### config.mk
export PLATFORM = sky130hd
export DESIGN_NAME = hss_source_select
export DESIGN_NICKNAME = d
export VERILOG_FILES = /design/src/hss_pkg.sv /design/src/hss_source_select.sv
export SDC_FILE = /design/constraint.sdc
export NUM_CORES = 1
export LEC_CHECK = 0
export BUFFER_PORTS_ARGS = -buffer_cell sky130_fd_sc_hd__buf_2
export CORE_MARGIN = 4
export CORE_UTILIZATION = 51
export DETAILED_ROUTE_END_ITERATION = 8
export GPL_TIMING_DRIVEN = 0
export PLACE_DENSITY = 0.75
export SYNTH_ARGS = -nofsm -noshare
export SYNTH_HDL_FRONTEND = slang
export SYNTH_SLANG_ARGS = --single-unit
export TNS_END_PERCENT = 20
### constraint.sdc
create_clock -name clk -period 2.1 [get_ports clk]
set_input_delay 0.21 -clock clk [delete_from_list [all_inputs] [get_ports clk]]
set_output_delay 0.21 -clock clk [all_outputs]
set_load 0.02 [all_outputs]
### src/hss_pkg.sv
package hss_pkg;
    // ----------------------------------------
    // register offsets
    // ----------------------------------------
    localparam logic [6:0] SD_CTRL_OFFSET = 7'h10;
    localparam logic [6:0] SRC_LOW_OFFSET = 7'h14;
    localparam logic [6:0] SRC_HIGH_OFFSET = 7'h15;
    localparam logic [6:0] MP_CFG_OFFSET = 7'h17;
    // ----------------------------------------
    // field positions and reset values
    // ----------------------------------------
    localparam int OV_DIS_BIT = 6;
    localparam int UV_DIS_BIT = 5;
    localparam int REC_EN_BIT = 4;
    localparam logic [7:0] SD_CTRL_MASK = 8'h70;
    localparam logic [7:0] SRC_MASK = 8'h77;
    localparam logic [7:0] REG_RESET = 8'h00;
    localparam int FO_DUTY_LSB = 6;
    localparam int MP_TWO_LSB = 3;
    // ----------------------------------------
    // switch source codes
    // ----------------------------------------
    localparam logic [2:0] SRC_OFF = 3'h0;
    localparam logic [2:0] SRC_ON = 3'h1;
    localparam logic [2:0] SRC_TIMER_A = 3'h2;
    localparam logic [2:0] SRC_TIMER_B = 3'h3;
    localparam logic [2:0] SRC_DUTY_A = 3'h4;
    localparam logic [2:0] SRC_DUTY_B = 3'h5;
    // ----------------------------------------
    // multipurpose pin codes
    // ----------------------------------------
    localparam logic [2:0] MP_OFF = 3'h4;
    localparam logic [2:0] MP_WAKE = 3'h5;
    localparam logic [2:0] MP_LOW_SIDE = 3'h6;
    localparam logic [2:0] MP_HIGH_SIDE = 3'h7;
    // ----------------------------------------
    // timing
    // ----------------------------------------
    localparam int CLK_MHZ = 100;
    localparam int WAKE_FILTER_US = 16;
    localparam int WAKE_FILTER_CYC = WAKE_FILTER_US * CLK_MHZ;
endpackage

### src/hss_source_select.sv
`timescale 1ns/1ps
module hss_source_select
    import hss_pkg::*;
(
    // clock and reset
    input wire logic clk,
    input wire logic rst_n,
    // register port
    input wire logic regWrite,
    input wire logic [6:0] regAddr,
    input wire logic [7:0] regWrData,
    output logic [7:0] regRdData,
    // mode events
    input wire logic softReset,
    input wire logic restartEnter,
    // fault flags
    input wire logic supplyOver,
    input wire logic supplyUnder,
    input wire logic [3:0] switchOverCurrent,
    input wire logic [3:0] switchOverTemp,
    // drive sources
    input wire logic timerAWave,
    input wire logic timerBWave,
    input wire logic dutyAWave,
    input wire logic dutyBWave,
    input wire logic failOutTwo,
    input wire logic failOutThree,
    // multipurpose pin inputs
    input wire logic [1:0] mpPinIn,
    // outputs
    output logic [3:0] switchOn,
    output logic [1:0] mpLowSideOn,
    output logic [1:0] mpHighSideOn,
    output logic [1:0] mpWakeEvent,
    output logic [1:0] failDutySelect
);
    // ----------------------------------------
    // reset release
    // ----------------------------------------
    logic rstSync1_q, rstSync2_q;
    always_ff @(posedge clk or negedge rst_n) begin
        if (!rst_n) begin
            rstSync1_q <= 1'b0;
            rstSync2_q <= 1'b0;
        end else begin
            rstSync1_q <= 1'b1;
            rstSync2_q <= rstSync1_q;
        end
    end
    wire logic rstInt_n = rstSync2_q;

    // ----------------------------------------
    // registers
    // ----------------------------------------
    logic [7:0] sdCtrl_q, srcLow_q, srcHigh_q, mpCfg_q;
    logic [7:0] srcLow_d, srcHigh_d;
    logic [11:0] saved_q;
    logic supplyFault_q;

    wire logic wrSd = regWrite && (regAddr == SD_CTRL_OFFSET);
    wire logic wrLow = regWrite && (regAddr == SRC_LOW_OFFSET);
    wire logic wrHigh = regWrite && (regAddr == SRC_HIGH_OFFSET);
    wire logic wrMp = regWrite && (regAddr == MP_CFG_OFFSET);

    wire logic ovShut = supplyOver && !sdCtrl_q[OV_DIS_BIT];
    wire logic uvShut = supplyUnder && !sdCtrl_q[UV_DIS_BIT];
    wire logic supplyFault = ovShut || uvShut;
    wire logic faultEnd = supplyFault_q && !supplyFault;
    wire logic faultStart = supplyFault && !supplyFault_q;
    wire logic [3:0] swKill = switchOverCurrent | switchOverTemp;

    // per-switch fields, with fault clearing and recovery
    always_comb begin
        srcLow_d = wrLow ? (regWrData & SRC_MASK) : srcLow_q;
        srcHigh_d = wrHigh ? (regWrData & SRC_MASK) : srcHigh_q;
        if (faultEnd && sdCtrl_q[REC_EN_BIT]) begin
            srcLow_d = {1'b0, saved_q[5:3], 1'b0, saved_q[2:0]};
            srcHigh_d = {1'b0, saved_q[11:9], 1'b0, saved_q[8:6]};
        end
        // without recovery nothing comes back, so the fields go to off on entry
        if (faultStart && !sdCtrl_q[REC_EN_BIT]) begin
            srcLow_d = REG_RESET;
            srcHigh_d = REG_RESET;
        end
        // a fault on one switch must win over restore and writes
        if (swKill[0]) srcLow_d[2:0] = SRC_OFF;
        if (swKill[1]) srcLow_d[6:4] = SRC_OFF;
        if (swKill[2]) srcHigh_d[2:0] = SRC_OFF;
        if (swKill[3]) srcHigh_d[6:4] = SRC_OFF;
        if (restartEnter) begin
            srcLow_d = REG_RESET;
            srcHigh_d = REG_RESET;
        end
    end

    always_ff @(posedge clk or negedge rstInt_n) begin
        if (!rstInt_n) begin
            sdCtrl_q <= REG_RESET;
            srcLow_q <= REG_RESET;
            srcHigh_q <= REG_RESET;
            mpCfg_q <= REG_RESET;
        end else if (softReset) begin
            sdCtrl_q <= REG_RESET;
            srcLow_q <= REG_RESET;
            srcHigh_q <= REG_RESET;
            mpCfg_q <= REG_RESET;
        end else begin
            if (restartEnter) sdCtrl_q <= sdCtrl_q & SD_CTRL_MASK;
            else if (wrSd) sdCtrl_q <= regWrData & SD_CTRL_MASK;
            srcLow_q <= srcLow_d;
            srcHigh_q <= srcHigh_d;
            if (wrMp) mpCfg_q <= regWrData;
        end
    end

    // snapshot taken on fault entry; switches are forced off meanwhile
    always_ff @(posedge clk or negedge rstInt_n) begin
        if (!rstInt_n) begin
            saved_q <= 12'h000;
            supplyFault_q <= 1'b0;
        end else begin
            supplyFault_q <= supplyFault;
            if (supplyFault && !supplyFault_q) begin
                saved_q <= {srcHigh_q[6:4], srcHigh_q[2:0], srcLow_q[6:4], srcLow_q[2:0]};
            end else if (faultEnd && !sdCtrl_q[REC_EN_BIT]) begin
                saved_q <= 12'h000;
            end
        end
    end


    // ----------------------------------------
    // read mux
    // ----------------------------------------
    always_comb begin
        unique case (regAddr)
            SD_CTRL_OFFSET: regRdData = sdCtrl_q;
            SRC_LOW_OFFSET: regRdData = srcLow_q;
            SRC_HIGH_OFFSET: regRdData = srcHigh_q;
            MP_CFG_OFFSET: regRdData = mpCfg_q;
            default: regRdData = 8'h00;
        endcase
    end

    // ----------------------------------------
    // source selection
    // ----------------------------------------
    logic [3:0] swSel;
    logic [11:0] fields;
    assign fields = {srcHigh_q[6:4], srcHigh_q[2:0], srcLow_q[6:4], srcLow_q[2:0]};
    always_comb begin
        for (int i = 0; i < 4; i++) begin
            unique case (fields[3*i +: 3])
                SRC_ON: swSel[i] = 1'b1;
                SRC_TIMER_A: swSel[i] = timerAWave;
                SRC_TIMER_B: swSel[i] = timerBWave;
                SRC_DUTY_A: swSel[i] = dutyAWave;
                SRC_DUTY_B: swSel[i] = dutyBWave;
                default: swSel[i] = 1'b0;
            endcase
        end
    end
    always_ff @(posedge clk or negedge rstInt_n) begin
        if (!rstInt_n) switchOn <= 4'h0;
        else switchOn <= supplyFault ? 4'h0 : (swSel & ~swKill);
    end

    // ----------------------------------------
    // multipurpose pins
    // ----------------------------------------
    wire logic [2:0] mpCode [2];
    assign mpCode[0] = mpCfg_q[2:0];
    assign mpCode[1] = mpCfg_q[MP_TWO_LSB +: 3];
    wire logic [1:0] failSrc = {failOutThree, failOutTwo};
    assign failDutySelect = mpCfg_q[FO_DUTY_LSB +: 2];

    logic [2:0] pinSync_q [2];
    logic [10:0] filtCnt_q [2];
    logic [1:0] pinLevel_q;
    genvar g;
    generate
        for (g = 0; g < 2; g++) begin : gMp
            wire logic isFail = !mpCode[g][2];
            wire logic isWake = mpCode[g] == MP_WAKE;
            wire logic stable = pinSync_q[g][1] == pinSync_q[g][2];
            always_ff @(posedge clk or negedge rstInt_n) begin
                if (!rstInt_n) begin
                    mpLowSideOn[g] <= 1'b0;
                    mpHighSideOn[g] <= 1'b0;
                end else begin
                    mpLowSideOn[g] <= mpCode[g] == MP_LOW_SIDE;
                    mpHighSideOn[g] <= (mpCode[g] == MP_HIGH_SIDE) || (isFail && failSrc[g]);
                end
            end
            // static wake filter: level must hold for the filter time
            always_ff @(posedge clk or negedge rstInt_n) begin
                if (!rstInt_n) begin
                    pinSync_q[g] <= 3'h0;
                    filtCnt_q[g] <= 11'h000;
                    pinLevel_q[g] <= 1'b0;
                    mpWakeEvent[g] <= 1'b0;
                end else begin
                    pinSync_q[g] <= {pinSync_q[g][1:0], mpPinIn[g]};
                    mpWakeEvent[g] <= 1'b0;
                    if (!isWake || !stable || pinSync_q[g][2] == pinLevel_q[g]) begin
                        filtCnt_q[g] <= 11'h000;
                    end else if (filtCnt_q[g] == 11'(WAKE_FILTER_CYC - 1)) begin
                        filtCnt_q[g] <= 11'h000;
                        pinLevel_q[g] <= pinSync_q[g][2];
                        mpWakeEvent[g] <= 1'b1;
                    end else begin
                        filtCnt_q[g] <= filtCnt_q[g] + 11'h001;
                    end
                end
            end
        end
    endgenerate

    // ----------------------------------------
    // checks
    // ----------------------------------------
    AST_OV_SHUT: assert property (@(posedge clk) disable iff (!rstInt_n)
        supplyOver && !sdCtrl_q[OV_DIS_BIT] |=> switchOn == 4'h0)
        else $error("overvoltage did not turn switches off");
    AST_UV_SHUT: assert property (@(posedge clk) disable iff (!rstInt_n)
        supplyUnder && !sdCtrl_q[UV_DIS_BIT] |=> switchOn == 4'h0)
        else $error("undervoltage did not turn switches off");
    AST_KILL: assert property (@(posedge clk) disable iff (!rstInt_n)
        swKill[0] && !softReset |=> srcLow_q[2:0] == SRC_OFF)
        else $error("fault did not clear source field");
    AST_RSV_ZERO: assert property (@(posedge clk) disable iff (!rstInt_n)
        (sdCtrl_q & ~SD_CTRL_MASK) == 8'h00 && (srcLow_q & ~SRC_MASK) == 8'h00)
        else $error("reserved bit set");
    AST_RESTART_SD: assert property (@(posedge clk) disable iff (!rstInt_n)
        restartEnter && !softReset |=> sdCtrl_q == ($past(sdCtrl_q) & SD_CTRL_MASK))
        else $error("restart changed shutdown bits");
    AST_RESTART_SRC: assert property (@(posedge clk) disable iff (!rstInt_n)
        restartEnter |=> srcLow_q == 8'h00 && srcHigh_q == 8'h00)
        else $error("restart left switches set");
    AST_RESTART_MP: assert property (@(posedge clk) disable iff (!rstInt_n)
        restartEnter && !softReset && !wrMp |=> $stable(mpCfg_q))
        else $error("restart changed pin config");
    AST_RSV_SRC: assert property (@(posedge clk) disable iff (!rstInt_n)
        srcLow_q[2:1] == 2'b11 |=> !switchOn[0])
        else $error("reserved code drove a switch");
    AST_NO_REC: assert property (@(posedge clk) disable iff (!rstInt_n)
        faultStart && !sdCtrl_q[REC_EN_BIT] |=> srcLow_q == 8'h00 && srcHigh_q == 8'h00)
        else $error("fault without recovery left switches set");
    AST_KILL_NEXT: assert property (@(posedge clk) disable iff (!rstInt_n)
        (|swKill) |=> (switchOn & $past(swKill)) == 4'h0)
        else $error("faulted switch still driven one cycle later");
endmodule // hss_source_select

* Yosys cells after proc, flatten, opt, wreduce, memory -nomap -nowiden
Cells that the tools add are included.
Word-level totals: register bits after elaboration 87, latch bits 0, memory bits (writable) 0, bits in read-only memories 0, output and inout bits 20, memories kept 0
Operators by class: add/sub/neg operators 2, multiply operators 0, div/mod/pow operators 0, order comparisons 0, equality and inequality tests 37, shift operators 0, mux-type cells 35, bitwise operators 5, reductions and logical operators 44
Operator list (number):
- $mux 8 | 15
- $mux 11 | 4
- $eq 3x3->1 const B | 14
- $pmux 8 s4 | 1
- $eq 7x5->1 const B | 4
- $eq 3x2->1 const B | 8
- $mux 12 | 2
- $reduce_bool 6->1 | 4
- $add 11x1->11 const B | 2
- $eq 11x11->1 const B | 2
- $pmux 1 s5 | 4
- $logic_and 1x1->1 | 13
- $eq 3x1->1 const B | 4
- $mux 3 | 4
- $logic_not 1->1 | 11
- $reduce_bool 5->1 | 2
- $logic_or 1x1->1 | 7
- $reduce_and 2->1 | 3
- $reduce_bool 2->1 | 3
- $and 4x4->4 | 1
- $eq 1x1->1 | 4
- $mux 1 | 4
- $mux 4 | 1
- $not 4->4 | 1
- 4 further kinds | 5

* Logic depth before layout (Yosys ltp)
word-level depth 11, depth in mapped cells 6

* Least setup slack after synthesis
Ideal clock, no wire load.
kind flip-flop to flip-flop, start point register pinSync_q[1] (netlist name), end point register pinLevel_q[1], data arrival time 1.718 ns, data required time 1.975 ns, setup slack 0.257 ns, cell stages (with the launch flop) 5, buffers on the path 0, clock period less this slack 1.843 ns, path through dfrtp_1 -> or3b_2 -> a211o_1 -> and3b_1 -> mux2_2
Between the ends: longest elaborated chain between the ends 6
Ends and longest elaborated chain:
- from (decl) | line hss_source_select.sv:177 | logic [2:0] pinSync_q [2];
- from (signal, indexed assignment) | line hss_source_select.sv:203 | pinSync_q[g] <= {pinSync_q[g][1:0], mpPinIn[g]};
- $eq 1x1->1 | line hss_source_select.sv:185 | wire logic stable = pinSync_q[g][1] == pinSync_q[g][2];
- $logic_not 1->1 | line hss_source_select.sv:205 | if (!isWake || !stable || pinSync_q[g][2] == pinLevel_q[g]) begin
- $logic_or 1x1->1 (2 in series) | line hss_source_select.sv:205
- $not 1->1 (no source line)
- $reduce_and 2->1 (no source line)
- to (signal, indexed assignment) | line hss_source_select.sv:209 | pinLevel_q[g] <= pinSync_q[g][2];
- to (decl) | line hss_source_select.sv:179 | logic [1:0] pinLevel_q;
No other way between the ends. A chain may end at the register's enable or synchronous reset.

* Final worst setup path
start point register sdCtrl_q[5], end point register saved_q[10]
Between the ends: longest elaborated chain between the ends 7, elaborated cells on any way between the ends 9, those cells by class mux (1); reduce/logical (8)
Ends and longest elaborated chain:
- from (decl) | line hss_source_select.sv:55 | logic [7:0] sdCtrl_q, srcLow_q, srcHigh_q, mpCfg_q;
- from (signal assigned) | line hss_source_select.sv:108 | if (restartEnter) sdCtrl_q <= sdCtrl_q & SD_CTRL_MASK;
- from (signal assigned) | line hss_source_select.sv:109 | else if (wrSd) sdCtrl_q <= regWrData & SD_CTRL_MASK;
- $logic_not 1->1 (*) | line hss_source_select.sv:66 | wire logic uvShut = supplyUnder && !sdCtrl_q[UV_DIS_BIT];
- $logic_and 1x1->1 (*) | line hss_source_select.sv:66
- $logic_or 1x1->1 (*) | line hss_source_select.sv:67 | wire logic supplyFault = ovShut || uvShut;
- $logic_not 1->1 | line hss_source_select.sv:68 | wire logic faultEnd = supplyFault_q && !supplyFault;
- $logic_and 1x1->1 | line hss_source_select.sv:68
- $logic_and 1x1->1 | line hss_source_select.sv:125 | end else if (faultEnd && !sdCtrl_q[REC_EN_BIT]) begin
- $reduce_bool 2->1 (no source line)
- to (signal assigned) | line hss_source_select.sv:124 | saved_q <= {srcHigh_q[6:4], srcHigh_q[2:0], srcLow_q[6:4], srcLow_q[2:0]};
- to (decl) | line hss_source_select.sv:57 | logic [11:0] saved_q;
Mark *: on every way between the ends. The rest lies on a longest branch, timed or not.

==> flow_summary.json <==
{
  "status": "complete, no violations",
  "drc": 0,
  "finClkSkew_ns": 0.00770,
  "slew_violations": 0,
  "firstDrtPassIters": 4,
  "final_area_um2": 4570,
  "crit_buf_inv": 2,
  "dp_hpwl_um": 6560,
  "tightestPinTransition_ns": 0.650,
  "avgSynthCellArea_um2": 11.0,
  "leakage_nw": 2.28,
  "fin_nets": 462,
  "antenna_left": 0,
  "synth.distinct_cells": 53,
  "max_freq_mhz": 499,
  "p_sw_mw": 0.684,
  "critPathLaunchType": "flip-flop",
  "drive_gt1_frac": 0.225,
  "gp_congestion": 0.854,
  "top_usage_layer": "met2",
  "slowest_stage": "clkbuf_1",
  "cts_root_buffer": "clkbuf_8",
  "synth_edf_count": 0,
  "hp-class": "primary input to flip-flop",
  "clock-sinks": 78,
  "ys_ff_latch": 78,
  "initial_core_util": 0.530,
  "final-setup-viol-count": 0,
  "required_ns": 2.38,
  "drt_iter0_drc": 144,
  "p_seq_frac": 0.495,
  "vdd_drop_max_v": 0.000324,
  "routed_wl_um": 8880,
  "htreeDepth": 3,
  "die_x_um": 95.1,
  "fin_setup_tns_ns": 0,
  "power_density_nw_per_um2": 677,
  "ys.flop_type": "dfrtp_1",
  "min_period_ns": 2.00,
  "synth_cells": 352,
  "r2r_cells": 5,
  "power.internal_mw": 2.41,
  "n_antenna_cell": 0,
  "whs_path_depth": 2,
  "grt_use_met2": 0.329,
  "io_pins": 58,
  "rows": 31,
  "cp_top_family": "buffers and inverters",
  "wl_per_cell_um": 16.9,
  "cp_slowest_stage_delay_ns": 0.47,
  "ys_warn_count": 0,
  "dieArea_um2": 9040,
  "cp_num_cells": 5,
  "grt_max_degree": 40,
  "p_comb_frac": 0.055,
  "grt_pass1_vias": 3066,
  "p_clk_frac": 0.451,
  "maxCapViolations": 0,
  "cts_tree": "yes",
  "seqCellArea_um2": 1960,
  "syn_area_um2": 3870,
  "core-area_um2": 7290,
  "clkTransAtPathRegs_ns": 0.08,
  "grt.met3_usage": 0.0552,
  "cp-end-kind": "flip-flop",
  "relSlewSlack": 0.561,
  "synth_fp_nets": 392,
  "cp_common_cell": "clkbuf_1",
  "antenna_found_initial": 0,
  "fillers": 609,
  "grt.met1_usage": 0.285,
  "postSynth.asyncResetShare": 1.00,
  "cp_cell_sequence": "nand2b_1 -> clkbuf_1 -> a21oi_1 -> clkbuf_1 -> a22o_1",
  "synth_top_cell_by_area": "dfrtp_1",
  "vias": 3065,
  "yosys-top-cells-area": "dfrtp_1, mux2i_1, nor2_1",
  "period_share": 0.955,
  "die-height_um": 95.1,
  "via_per_inst": 5.83,
  "detailed_place.area_um2": 4290,
  "worstPathArrival_ns": 2.28,
  "grt_overflow_total": 0,
  "track_usage": 0.210,
  "hold_viol": 0,
  "multiInputGateArea_um2": 1750,
  "cts_buffers": 9,
  "cts_buffer_depth": 2,
  "synthToLayoutAreaGrowth_pct": 18.3,
  "yosysSeqAreaShare": 0.505,
  "cp_max_fo": 10,
  "synth_top_area_share": 0.505,
  "clk_latency_ns": 0.35,
  "setup.worst_path.class": "flip-flop to flip-flop",
  "grt_pass1_wl_um": 14600,
  "rsz0062_at_grt": "false",
  "p_sw_frac": 0.221,
  "io_buffers": 55
}
==> cell usage after synthesis, types with 6 or more instances <==
master,count
dfrtp_1,78
nor2_1,41
mux2i_1,20
nand4_1,15
nand2_1,14
xor2_1,14
and3_1,13
a22o_1,12
o211a_1,9
o211ai_1,9
inv_1,8
nand3_1,8
clkbuf_1,6
nor4_1,6
o21ai_0,6
o31ai_1,6
==> registers in the layout, summed over array words and instances (netlist names) <==
register,flops
srcLow_q,6
saved_q,12
pinLevel_q,2
rstInt_n,1
mpCfg_q,8
rstSync1_q,1
pinSync_q,6
filtCnt_q,22
mpWakeEvent,2
mpHighSideOn,2
mpLowSideOn,2
sdCtrl_q,3
switchOn,4
srcHigh_q,6
supplyFault_q,1
==> power groups by stage <==
| stage | sequential [mW] | combinational, mW | clock (mW) |
|---|---|---|---|
| global route | 1.54 | 0.184 | 1.49 |
| floorplan | 1.57 | 0.0748 | 0 |
| global placement | 1.58 | 0.142 | 0 |
| detailed placement | 1.56 | 0.164 | 0 |
| finish | 1.53 | 0.169 | 1.39 |
| CTS | 1.53 | 0.169 | 1.43 |
==> path summary, 6_finish.rpt <==
check	start	endpoint	slack, ns
hold / removal	softReset	mpCfg_q[7]$_DFFE_PN0P_	0.03
setup reg to reg	sdCtrl_q[5]$_DFFE_PN0P_	saved_q[10]$_DFFE_PN0P_	0.1
max in group asynchronous	rstInt_n$_DFF_PN0_	switchOn[0]$_DFF_PN0_	1.23
setup / recovery	sdCtrl_q[5]$_DFFE_PN0P_	saved_q[10]$_DFFE_PN0P_	0.1
hold reg to reg	rstInt_n$_DFF_PN0_	sdCtrl_q[6]$_DFFE_PN0P_	0.30
min in group asynchronous	rst_n	rstInt_n$_DFF_PN0_	0.18
==> metal layers <==
layer	part of all wire	up-vias
li1	-	1456
met1	0.44	1500
met2	0.48	94
met3	0.058	15
met4	0.016	0
met5	0	-
==> per-stage QoR <==
stage / hold slack (ns) / worst slack, ns / std cells / power [mW] / utilization
2_1_floorplan: -0.0856 / 0.257 / 352 / 1.64 / -
3_3_place_gp: -0.00412 / 0.164 / 506 / 1.72 / 0.585
3_5_place_dp: -0.00356 / 0.140 / 507 / 1.73 / 0.588
4_1_cts: 0.0175 / 0.129 / 526 / 3.13 / 0.627
5_1_grt: 0.0329 / 0.0160 / 526 / 3.21 / 0.627
6_report: 0.0332 / 0.0950 / 526 / 3.10 / 0.627
==> layout by cell type, fill, tap and decap left out, types with 4 or more instances in the layout <==
master / synthesis / final
dfrtp_1: 78 / 77
buf_2: 2 / 57
nor2_1: 41 / 41
mux2i_1: 20 / 20
nand4_1: 15 / 15
nand2_1: 14 / 14
xor2_1: 14 / 14
and3_1: 13 / 13
a22o_1: 12 / 12
clkbuf_8: 0 / 10
o211ai_1: 9 / 9
o211a_1: 9 / 9
nand3_1: 8 / 8
inv_1: 8 / 8
clkbuf_1: 6 / 6
nor4_1: 6 / 6
o21ai_0: 6 / 6
o31ai_1: 6 / 6
a211oi_1: 5 / 5
nor2b_1: 5 / 5
buf_6: 4 / 4
nor4b_1: 4 / 4
a21oi_1: 4 / 4
nor3_1: 4 / 4
o22ai_1: 4 / 4
==> timing repair <==
action	in CTS	in global routing
hold endpoints to repair	4	0
resized for setup	0	0
buffers inserted	0	0
hold buffers	3	0
==> cells by family (layout without fill, tap and decap cells) <==
kind of cell | Yosys count | in the layout | synth area share
AO/OA/AOI/OAI | 72 | 72 | 0.146
XOR/XNOR | 16 | 16 | 0.0362
adder cells (fa/ha/maj) | 2 | 2 | 0.00647
buffers and inverters | 24 | 99 | 0.0421
flip-flops | 78 | 78 | 0.505
multiplexers | 22 | 22 | 0.0576
other | 1 | 1 | 0.000970
AND/OR/NAND/NOR | 137 | 137 | 0.206
==> area by class of cell <==
| cell class | count | area share |
|---|---|---|
| clock inverter | 6 | 0.0254 |
| sequential | 78 | 0.428 |
| buffer | 16 | 0.0290 |
| multi-input combinational | 250 | 0.383 |
| clock buffer | 10 | 0.0301 |
| timing repair buffer | 59 | 0.0711 |
| inverter | 8 | 0.00657 |
| tap | 99 | 0.0271 |
No activity file was read; power rests on OpenSTA's default activity.
